--- config.mk ---
export PLATFORM = sky130hd
export DESIGN_NAME = press_motion_monitor
export DESIGN_NICKNAME = d
export VERILOG_FILES = /design/src/rtl/press_motion_pkg.sv /design/src/rtl/press_motion_monitor.sv
export SDC_FILE = /design/constraint.sdc
export NUM_CORES = 1
export LEC_CHECK = 0
export BUFFER_PORTS_ARGS = -buffer_cell sky130_fd_sc_hd__buf_2
export CORE_AREA = 2 2 99 101
export CTS_CLUSTER_DIAMETER = 100
export DETAILED_ROUTE_END_ITERATION = 8
export DIE_AREA = 0 0 101 103
export GPL_ROUTABILITY_DRIVEN = 0
export PLACE_DENSITY = 0.83
export SKIP_LAST_GASP = 1
export SLEW_MARGIN = 10
export SYNTH_ARGS = -nofsm -noshare
export SYNTH_HDL_FRONTEND = slang
export SYNTH_SLANG_ARGS = --single-unit
--- constraint.sdc ---
create_clock -name core_clk -period 9.2 [get_ports core_clk]
set_input_delay 0 -clock core_clk [delete_from_list [all_inputs] [get_ports core_clk]]
set_output_delay 0 -clock core_clk [all_outputs]
set_load 0.01 [all_outputs]
--- src/rtl/press_motion_pkg.sv ---
// Constants, types and state decode for the press motion monitor
package press_motion_pkg;

   localparam logic [7:0]  CODE_RUN        = 8'h01;
   localparam logic [7:0]  CODE_STOP       = 8'h02;
   localparam logic [7:0]  CODE_SAFE       = 8'h03;
   localparam logic [7:0]  CODE_ERROR      = 8'h04;
   localparam logic [7:0]  CODE_RESET      = 8'h05;
   localparam logic [7:0]  CODE_START      = 8'h06;
   localparam logic [7:0]  CODE_WAIT_RST   = 8'h0f;
   localparam logic [7:0]  CODE_M_STOP     = 8'h10;
   localparam logic [7:0]  CODE_M_START    = 8'h11;
   localparam logic [7:0]  CODE_M_DOWN     = 8'h12;
   localparam logic [7:0]  CODE_M_UP       = 8'h13;
   localparam logic [7:0]  CODE_M_TDC      = 8'h14;
   localparam logic [7:0]  CODE_CW_DOWN    = 8'h20;
   localparam logic [7:0]  CODE_CW_UP      = 8'h21;
   localparam logic [7:0]  CODE_TC1_UP     = 8'h22;
   localparam logic [7:0]  CODE_TC1_STOP   = 8'h23;
   localparam logic [7:0]  CODE_TC1_START  = 8'h24;
   localparam logic [7:0]  CODE_CCW_DOWN   = 8'h25;
   localparam logic [7:0]  CODE_CCW_UP     = 8'h26;
   localparam logic [7:0]  CODE_TC2_UP     = 8'h27;
   localparam logic [7:0]  CODE_TC2_STOP   = 8'h28;
   localparam logic [7:0]  CODE_TC2_START  = 8'h29;

   localparam logic [15:0] DIAG_NONE       = 16'h0000;
   localparam logic [15:0] DIAG_CCW_IN_CW  = 16'h4022;
   localparam logic [15:0] DIAG_CW_IN_CCW  = 16'h4023;

   localparam int          POS_W_DEF       = 32;

   typedef enum logic [4:0] {
      S_STOP      = 5'h00, S_START     = 5'h01, S_RUN       = 5'h03,
      S_M_STOP    = 5'h02, S_M_START   = 5'h06, S_M_DOWN    = 5'h07,
      S_M_UP      = 5'h05, S_M_TDC     = 5'h04, S_CW_DOWN   = 5'h0c,
      S_CW_UP     = 5'h0d, S_TC1_UP    = 5'h0f, S_TC1_STOP  = 5'h0e,
      S_TC1_START = 5'h0a, S_CCW_DOWN  = 5'h0b, S_CCW_UP    = 5'h09,
      S_TC2_UP    = 5'h08, S_TC2_STOP  = 5'h18, S_TC2_START = 5'h19,
      S_SAFE      = 5'h1b, S_ERROR     = 5'h1a, S_RESET     = 5'h1e,
      S_WAIT_RST  = 5'h1f
   } state_t;

   typedef struct packed {
      logic left;
      logic right;
      logic tdc_max;
      logic tc1;
      logic tc1_over;
      logic tc2;
      logic tc2_over;
   } zone_t;

   function automatic logic [7:0] code_of(input state_t s);
      case (s)
         S_RUN:       code_of = CODE_RUN;
         S_STOP:      code_of = CODE_STOP;
         S_SAFE:      code_of = CODE_SAFE;
         S_ERROR:     code_of = CODE_ERROR;
         S_RESET:     code_of = CODE_RESET;
         S_START:     code_of = CODE_START;
         S_WAIT_RST:  code_of = CODE_WAIT_RST;
         S_M_STOP:    code_of = CODE_M_STOP;
         S_M_START:   code_of = CODE_M_START;
         S_M_DOWN:    code_of = CODE_M_DOWN;
         S_M_UP:      code_of = CODE_M_UP;
         S_M_TDC:     code_of = CODE_M_TDC;
         S_CW_DOWN:   code_of = CODE_CW_DOWN;
         S_CW_UP:     code_of = CODE_CW_UP;
         S_TC1_UP:    code_of = CODE_TC1_UP;
         S_TC1_STOP:  code_of = CODE_TC1_STOP;
         S_TC1_START: code_of = CODE_TC1_START;
         S_CCW_DOWN:  code_of = CODE_CCW_DOWN;
         S_CCW_UP:    code_of = CODE_CCW_UP;
         S_TC2_UP:    code_of = CODE_TC2_UP;
         S_TC2_STOP:  code_of = CODE_TC2_STOP;
         default:     code_of = CODE_TC2_START;
      endcase
   endfunction : code_of

   // Active states: monitor healthy, outputs follow position
   function automatic logic is_active(input state_t s);
      is_active = !(s inside {S_STOP, S_SAFE, S_ERROR, S_RESET, S_START, S_WAIT_RST});
   endfunction : is_active

endpackage : press_motion_pkg
--- src/rtl/press_motion_monitor.sv ---
// Press stroke motion monitor: eccentric and pendulum state machine
// Operation
// - Run: monitor_ok high, zone outputs follow position
// - Stop: monitor_ok, error and zone outputs low
// - Motion deviation enters safe, outputs low
// - Error: error output only
// - Error to reset on acknowledge, nothing pending
// - Stop left with reset high gives start
// - Reset to wait-for-reset when reset, acknowledge low
// - Eccentric standstill in top centre is move-stop
// - Move-stop plus reset gives move-start
// - Move-start, reset low gives move-down
// - Move-down, left zone gives move-up
// - Move-up, top max zone gives move-top
// - Clockwise down start gives clockwise move-down
// - Clockwise down, left zone gives clockwise up
// - First centre or overrun gives up-first-centre
// - Standstill there gives stop-first-centre
// - Reset there gives start-first-centre
// - Counter-clockwise down start gives its move-down
// - Right zone gives counter-clockwise up
// - Second centre or overrun gives up-second-centre
// - Standstill stops, then reset starts, second centre
// - Current state code is output
// - Reverse move in clockwise up is error
`timescale 1ns/10ps
module press_motion_monitor #(
   parameter int POS_W = press_motion_pkg::POS_W_DEF
) (
   input  wire logic                    core_clk,
   input  wire logic                    rst,
   input  wire logic                    run_enable,
   input  wire logic                    pendulum_mode,
   input  wire logic                    reset_in,
   input  wire logic                    group_error_acknowledge,
   input  wire logic                    standstill,
   input  wire logic                    move_cw,
   input  wire logic                    move_ccw,
   input  wire press_motion_pkg::zone_t zones,
   input  wire logic [POS_W-1:0]        position,
   output logic                         monitor_ok,
   output logic                         error_out,
   output press_motion_pkg::zone_t      zone_out,
   output logic [7:0]                   state_code,
   output logic [15:0]                  diag_code,
   output logic [POS_W-1:0]             diag_actual_pos,
   output logic [POS_W-1:0]             diag_last_pos
);
   import press_motion_pkg::*;

   if (POS_W < 2 || POS_W > 32) begin : g_bad_width
      $error("POS_W must be 2 to 32");
   end

   state_t           state_q;
   state_t           state_d;
   logic [POS_W-1:0] last_pos_q;
   logic             rev_cw;
   logic             rev_ccw;

   assign rev_cw  = (state_q == S_CW_UP) && move_ccw;
   assign rev_ccw = (state_q == S_CCW_UP) && move_cw;

   always_comb begin
      state_d = state_q;
      case (state_q)
         S_STOP: begin
            if (run_enable) begin
               state_d = reset_in ? S_START : S_RUN;
            end
         end
         S_START: begin
            if (!reset_in) begin
               state_d = S_RUN;
            end
         end
         S_RUN: begin
            if (!pendulum_mode && standstill && zones.tdc_max) begin
               state_d = S_M_STOP;
            end else if (pendulum_mode && move_cw) begin
               state_d = S_CW_DOWN;
            end else if (pendulum_mode && move_ccw) begin
               state_d = S_CCW_DOWN;
            end
         end
         S_M_STOP: begin
            if (reset_in) begin
               state_d = S_M_START;
            end else if (!standstill) begin
               state_d = S_SAFE;
            end
         end
         S_M_START: begin
            if (!reset_in) begin
               state_d = S_M_DOWN;
            end
         end
         S_M_DOWN: begin
            if (zones.left) begin
               state_d = S_M_UP;
            end
         end
         S_M_UP: begin
            if (zones.tdc_max) begin
               state_d = S_M_TDC;
            end
         end
         S_M_TDC: begin
            if (standstill) begin
               state_d = S_M_STOP;
            end
         end
         S_CW_DOWN, S_CW_UP: begin
            if (rev_cw) begin
               state_d = S_ERROR;
            end else if (zones.tc1 || zones.tc1_over) begin
               state_d = S_TC1_UP;
            end else if (state_q == S_CW_DOWN && zones.left) begin
               state_d = S_CW_UP;
            end
         end
         S_TC1_UP: begin
            if (standstill) begin
               state_d = S_TC1_STOP;
            end
         end
         S_TC1_STOP: begin
            if (reset_in) begin
               state_d = S_TC1_START;
            end else if (!standstill) begin
               state_d = S_SAFE;
            end
         end
         S_TC1_START: begin
            if (move_ccw) begin
               state_d = S_CCW_DOWN;
            end
         end
         S_CCW_DOWN, S_CCW_UP: begin
            if (rev_ccw) begin
               state_d = S_ERROR;
            end else if (zones.tc2 || zones.tc2_over) begin
               state_d = S_TC2_UP;
            end else if (state_q == S_CCW_DOWN && zones.right) begin
               state_d = S_CCW_UP;
            end
         end
         S_TC2_UP: begin
            if (standstill) begin
               state_d = S_TC2_STOP;
            end
         end
         S_TC2_STOP: begin
            if (reset_in) begin
               state_d = S_TC2_START;
            end else if (!standstill) begin
               state_d = S_SAFE;
            end
         end
         S_TC2_START: begin
            if (move_cw) begin
               state_d = S_CW_DOWN;
            end
         end
         S_SAFE: begin
            if (reset_in && standstill) begin
               state_d = S_START;
            end
         end
         S_ERROR: begin
            if (group_error_acknowledge && standstill) begin
               state_d = S_RESET;
            end
         end
         S_RESET: begin
            if (!reset_in && !group_error_acknowledge) begin
               state_d = S_WAIT_RST;
            end
         end
         S_WAIT_RST: begin
            if (reset_in) begin
               state_d = S_START;
            end
         end
         default: state_d = S_STOP;
      endcase
      // Disable wins except in error and in reset while the error is being cleared
      if (!run_enable && !(state_q inside {S_ERROR, S_RESET})) begin
         state_d = S_STOP;
      end
   end

   always_ff @(posedge core_clk or posedge rst) begin
      if (rst) begin
         state_q    <= S_STOP;
         state_code <= CODE_STOP;
      end else begin
         state_q    <= state_d;
         state_code <= code_of(state_d);
      end
   end

   // Outputs registered from the next state so they match state_q
   always_ff @(posedge core_clk or posedge rst) begin
      if (rst) begin
         monitor_ok <= 1'b0;
         error_out  <= 1'b0;
         zone_out   <= '0;
      end else begin
         monitor_ok <= is_active(state_d);
         error_out  <= (state_d == S_ERROR);
         zone_out   <= is_active(state_d) ? zones : '0;
      end
   end

   always_ff @(posedge core_clk or posedge rst) begin
      if (rst) begin
         last_pos_q <= '0;
      end else begin
         last_pos_q <= position;
      end
   end

   // Diagnostics captured on entry to error; diag_code cleared in reset, both positions kept
   always_ff @(posedge core_clk or posedge rst) begin
      if (rst) begin
         diag_code       <= DIAG_NONE;
         diag_actual_pos <= '0;
         diag_last_pos   <= '0;
      end else if (state_q != S_ERROR && state_d == S_ERROR) begin
         diag_code       <= rev_cw ? DIAG_CCW_IN_CW : DIAG_CW_IN_CCW;
         diag_actual_pos <= position;
         diag_last_pos   <= last_pos_q;
      end else if (state_q == S_RESET) begin
         diag_code       <= DIAG_NONE;
      end
   end
endmodule : press_motion_monitor

==> key figures <==
Pwr
  • Pleak: 3.41 nW
  • Net Sw Power: 0.713 mW
  • Seq pwr share: 0.375
  • Power Dens Cells: 336 nW/µm²
  • Combinational share of power: 0.327
  • Max IR drop VDD: 0.000161 V
  • Overall power: 2.25 mW
  • Switching power share of the total: 0.317
  • Int Pwr: 1.53 mW
  • Clk pwr share: 0.298

Timing
  • Setup TNS: 0 ns
  • Final slew viol count: 0
  • Hold Fails Final Rpt: 0
  • Tcrit/Tclk final: 0.418
  • Worst hold slack: 0.0646 ns
  • Fmax: 260 MHz
  • Setup ws final: 5.35 ns
  • Slew @ Worst Pin: 1.02 ns
  • Clock skew: 0.00676 ns
  • Time the worst path needs with I/O delays and setup: 3.85 ns
  • Slew HR: 0.318
  • Final setup vio count: 0
  • RSZ-0062 raised after global routing: no

Critical path
  • CP Cell Sequence: nand2_1, or4_1, nand4_1, and2_1, ha_1, o2111a_4, mux2_2
  • WP data required: 9.58 ns
  • Worst EP arrival: 4.23 ns
  • Critical-path cell with the highest stage delay: dfrtp_1
  • Max incr delay on CP: 0.93 ns
  • CP max FO: 67
  • Worst setup EP type: flip-flop
  • Buf/Inv on CP: 0
  • Setup CP Type: reg2reg
  • CP Launch Type: flip-flop
  • Crit-path leading delay family: simple AND/OR/NAND/NOR gates

Die
  • Core Rows: 36
  • Core ar.: 9460 µm²
  • Die area: 10,400 µm²
  • Initial Utilization: 0.537
  • Ports: 145
  • Die H: 103 µm
  • Die width: 101 µm

GRT
  • Antenna violations before repair: 0
  • Gr usage total: 0.228
  • First-pass GRT wire length: 18.2 mm
  • Largest net degree at the start of global routing: 78
  • Vias in the first global route: 3,610
  • Grt total ovfl: 0

Logic synthesis
  • Unique cell type count in the Yosys netlist: 62
  • Syn Inst Count: 387
  • Post-Synth Simple-Gate Area: 0.0983
  • EDFF count, synth: 0
  • Yosys warnings: 0
  • Avg Cell Area, Syn: 13.1 µm²
  • Mapped cell area: 5080 µm²
  • Synth Area in Adders: 0.00985
  • Number of synthesized register bits: 118
  • Yosys top cell area share: 0.576
  • FFs w/ async S/R, synth: 1.00
  • Area leader, netlist: dfrtp_1
  • Synth area leaders: dfrtp_1, mux2_2, mux2_4, buf_4, a21oi_1
  • Most frequent cells after synthesis: dfrtp_1, mux2_2, mux2_4, nor2_1
  • Xor and xnor area share after synthesis: 0.00345
  • Compound-gate portion of the synthesized area: 0.0852
  • Seq/Total Area, Yosys: 0.581
  • Synth Flop Type: dfrtp_1
  • Mux cell area share after synthesis: 0.164
  • Top-count cell post-synth: dfrtp_1
  • Main combinational cell family by area after synthesis: multiplexers

Finish
  • Synthesis-to-layout area growth: 31.7%
  • Util after Layout: 0.707
  • Final net count: 605
  • Share of layout cells above drive strength 1: 0.416
  • Design Area, Final: 6690 µm²
  • Fin cells: 679
  • Ant diodes: 0

Place
  • Hpwl dp: 7.26 mm
  • Pre-CTS WS: 5.46 ns
  • Placed Cells: 608
  • Post-DP Area: 5690 µm²
  • PortBufs: 130

CTS
  • H-tree depth: 4
  • Bufs on Longest Clock Path: 2
  • CTS buffer count: 17
  • # Post-CTS Setup Buffers: 0
  • Cts hold-fix bufs: 40
  • Clock Latency Late Sink: 0.50 ns
  • Root buffer cell: clkbuf_8
  • CTS tree: built
  • Resize count post-CTS: 0
  • Sink Count: 118
  • Clock transition at the registers of the reported paths: 0.05 ns

Detailed routing
  • DR vias/cell: 5.40
  • Routed via count: 3,664
  • Detailed Route WL: 11.6 mm
  • Drt drc: 0
  • Wire per inst: 17.1 µm
  • Post-route ant nets: 0
  • DR pass1 iterations: 5
  • Initial DRC count: 167

Min path
  • Min-Delay Path Class: in2reg

Job
  • Max cap viols: 0

Run status
  • Status: complete, no violations
-- per-layer routing --
metal,routed length [µm],vias up,track usage,part of all wire
met5,0,-,0,0
met4,183,0,0.0863,0.016
met3,883,21,0.0685,0.076
met2,5600,171,0.364,0.48
met1,4940,1796,0.297,0.43
li1,-,1676,-,-
-- path summary, 6_finish.rpt --
path                          startpoint                   to  slack (ns)  depth (start not counted)
max in group asynchronous            rst       last_pos_q[27]        7.83                          4
min in group asynchronous            rst  diag_actual_pos[31]        0.09                          3
max reg2reg                   state_q[1]   diag_actual_pos[4]        5.35                          7
max                           state_q[1]   diag_actual_pos[4]        5.35                          7
min reg2reg                last_pos_q[2]     diag_last_pos[2]        0.47                          1
min                           run_enable           state_q[4]        0.06                          3
-- power by group through the flow --
stage          Sequential, mW  Clock, mW  Combinational [mW]
2_1_floorplan           0.883          0               0.398
3_3_place_gp            0.828          0               0.691
3_5_place_dp            0.841          0               0.708
4_1_cts                 0.837      0.679               0.732
5_1_grt                 0.865      0.706               0.807
6_report                0.843      0.668               0.735
-- layout make-up --
type	count	area (µm²)
flip-flops and latches	118	2950
fillers	599	2770
multi-input cells	234	1890
repair buffers	172	1070
clock buffers	23	457
clock inverters	8	146
well taps	114	143
inverters	10	40.0
-- logic make-up after synthesis --
| family | Yosys count |
|---|---|
| flip-flops | 118 |
| AND/OR/NAND/NOR | 91 |
| multiplexers | 65 |
| AO/OA/AOI/OAI | 58 |
| buffers and inverters | 48 |
| adder cells (fa/ha/maj) | 4 |
| XOR/XNOR | 2 |
| other | 1 |
-- layout by cell type (no fill, tap or decap), drive strengths merged, types with 2 or more instances in the layout --
cell / n
a2111oi: 4
a211oi: 3
a21boi: 2
a21o: 3
a21oi: 17
a221oi: 2
a22oi: 2
a32o: 2
and2: 11
and4: 2
and4b: 2
buf: 132
bufinv: 4
clkbuf: 23
clkinv: 2
conb: 14
dfrtp: 117
dlygate4sd3: 40
ha: 4
inv: 11
mux2: 65
nand2: 16
nand2b: 4
nand3: 7
nand4: 2
nor2: 21
nor2b: 4
nor3: 5
o211ai: 2
o21ai: 5
o32ai: 2
or2: 2
or3: 3
or4: 3
xnor2: 2
-- sequential cells by signal, indices dropped and copies added (netlist names) --
name / flops
state_code: 6
error_out: 1
diag_last_pos: 32
zone_out: 7
diag_code: 2
monitor_ok: 1
state_q: 5
last_pos_q: 32
diag_actual_pos: 32
-- worst min-delay path, stage by stage --
cell and delay [ns]:
buf_2 0.13, nor2b_1 0.16, o21a_4 0.23
No activity file was read; power rests on OpenSTA's default activity.
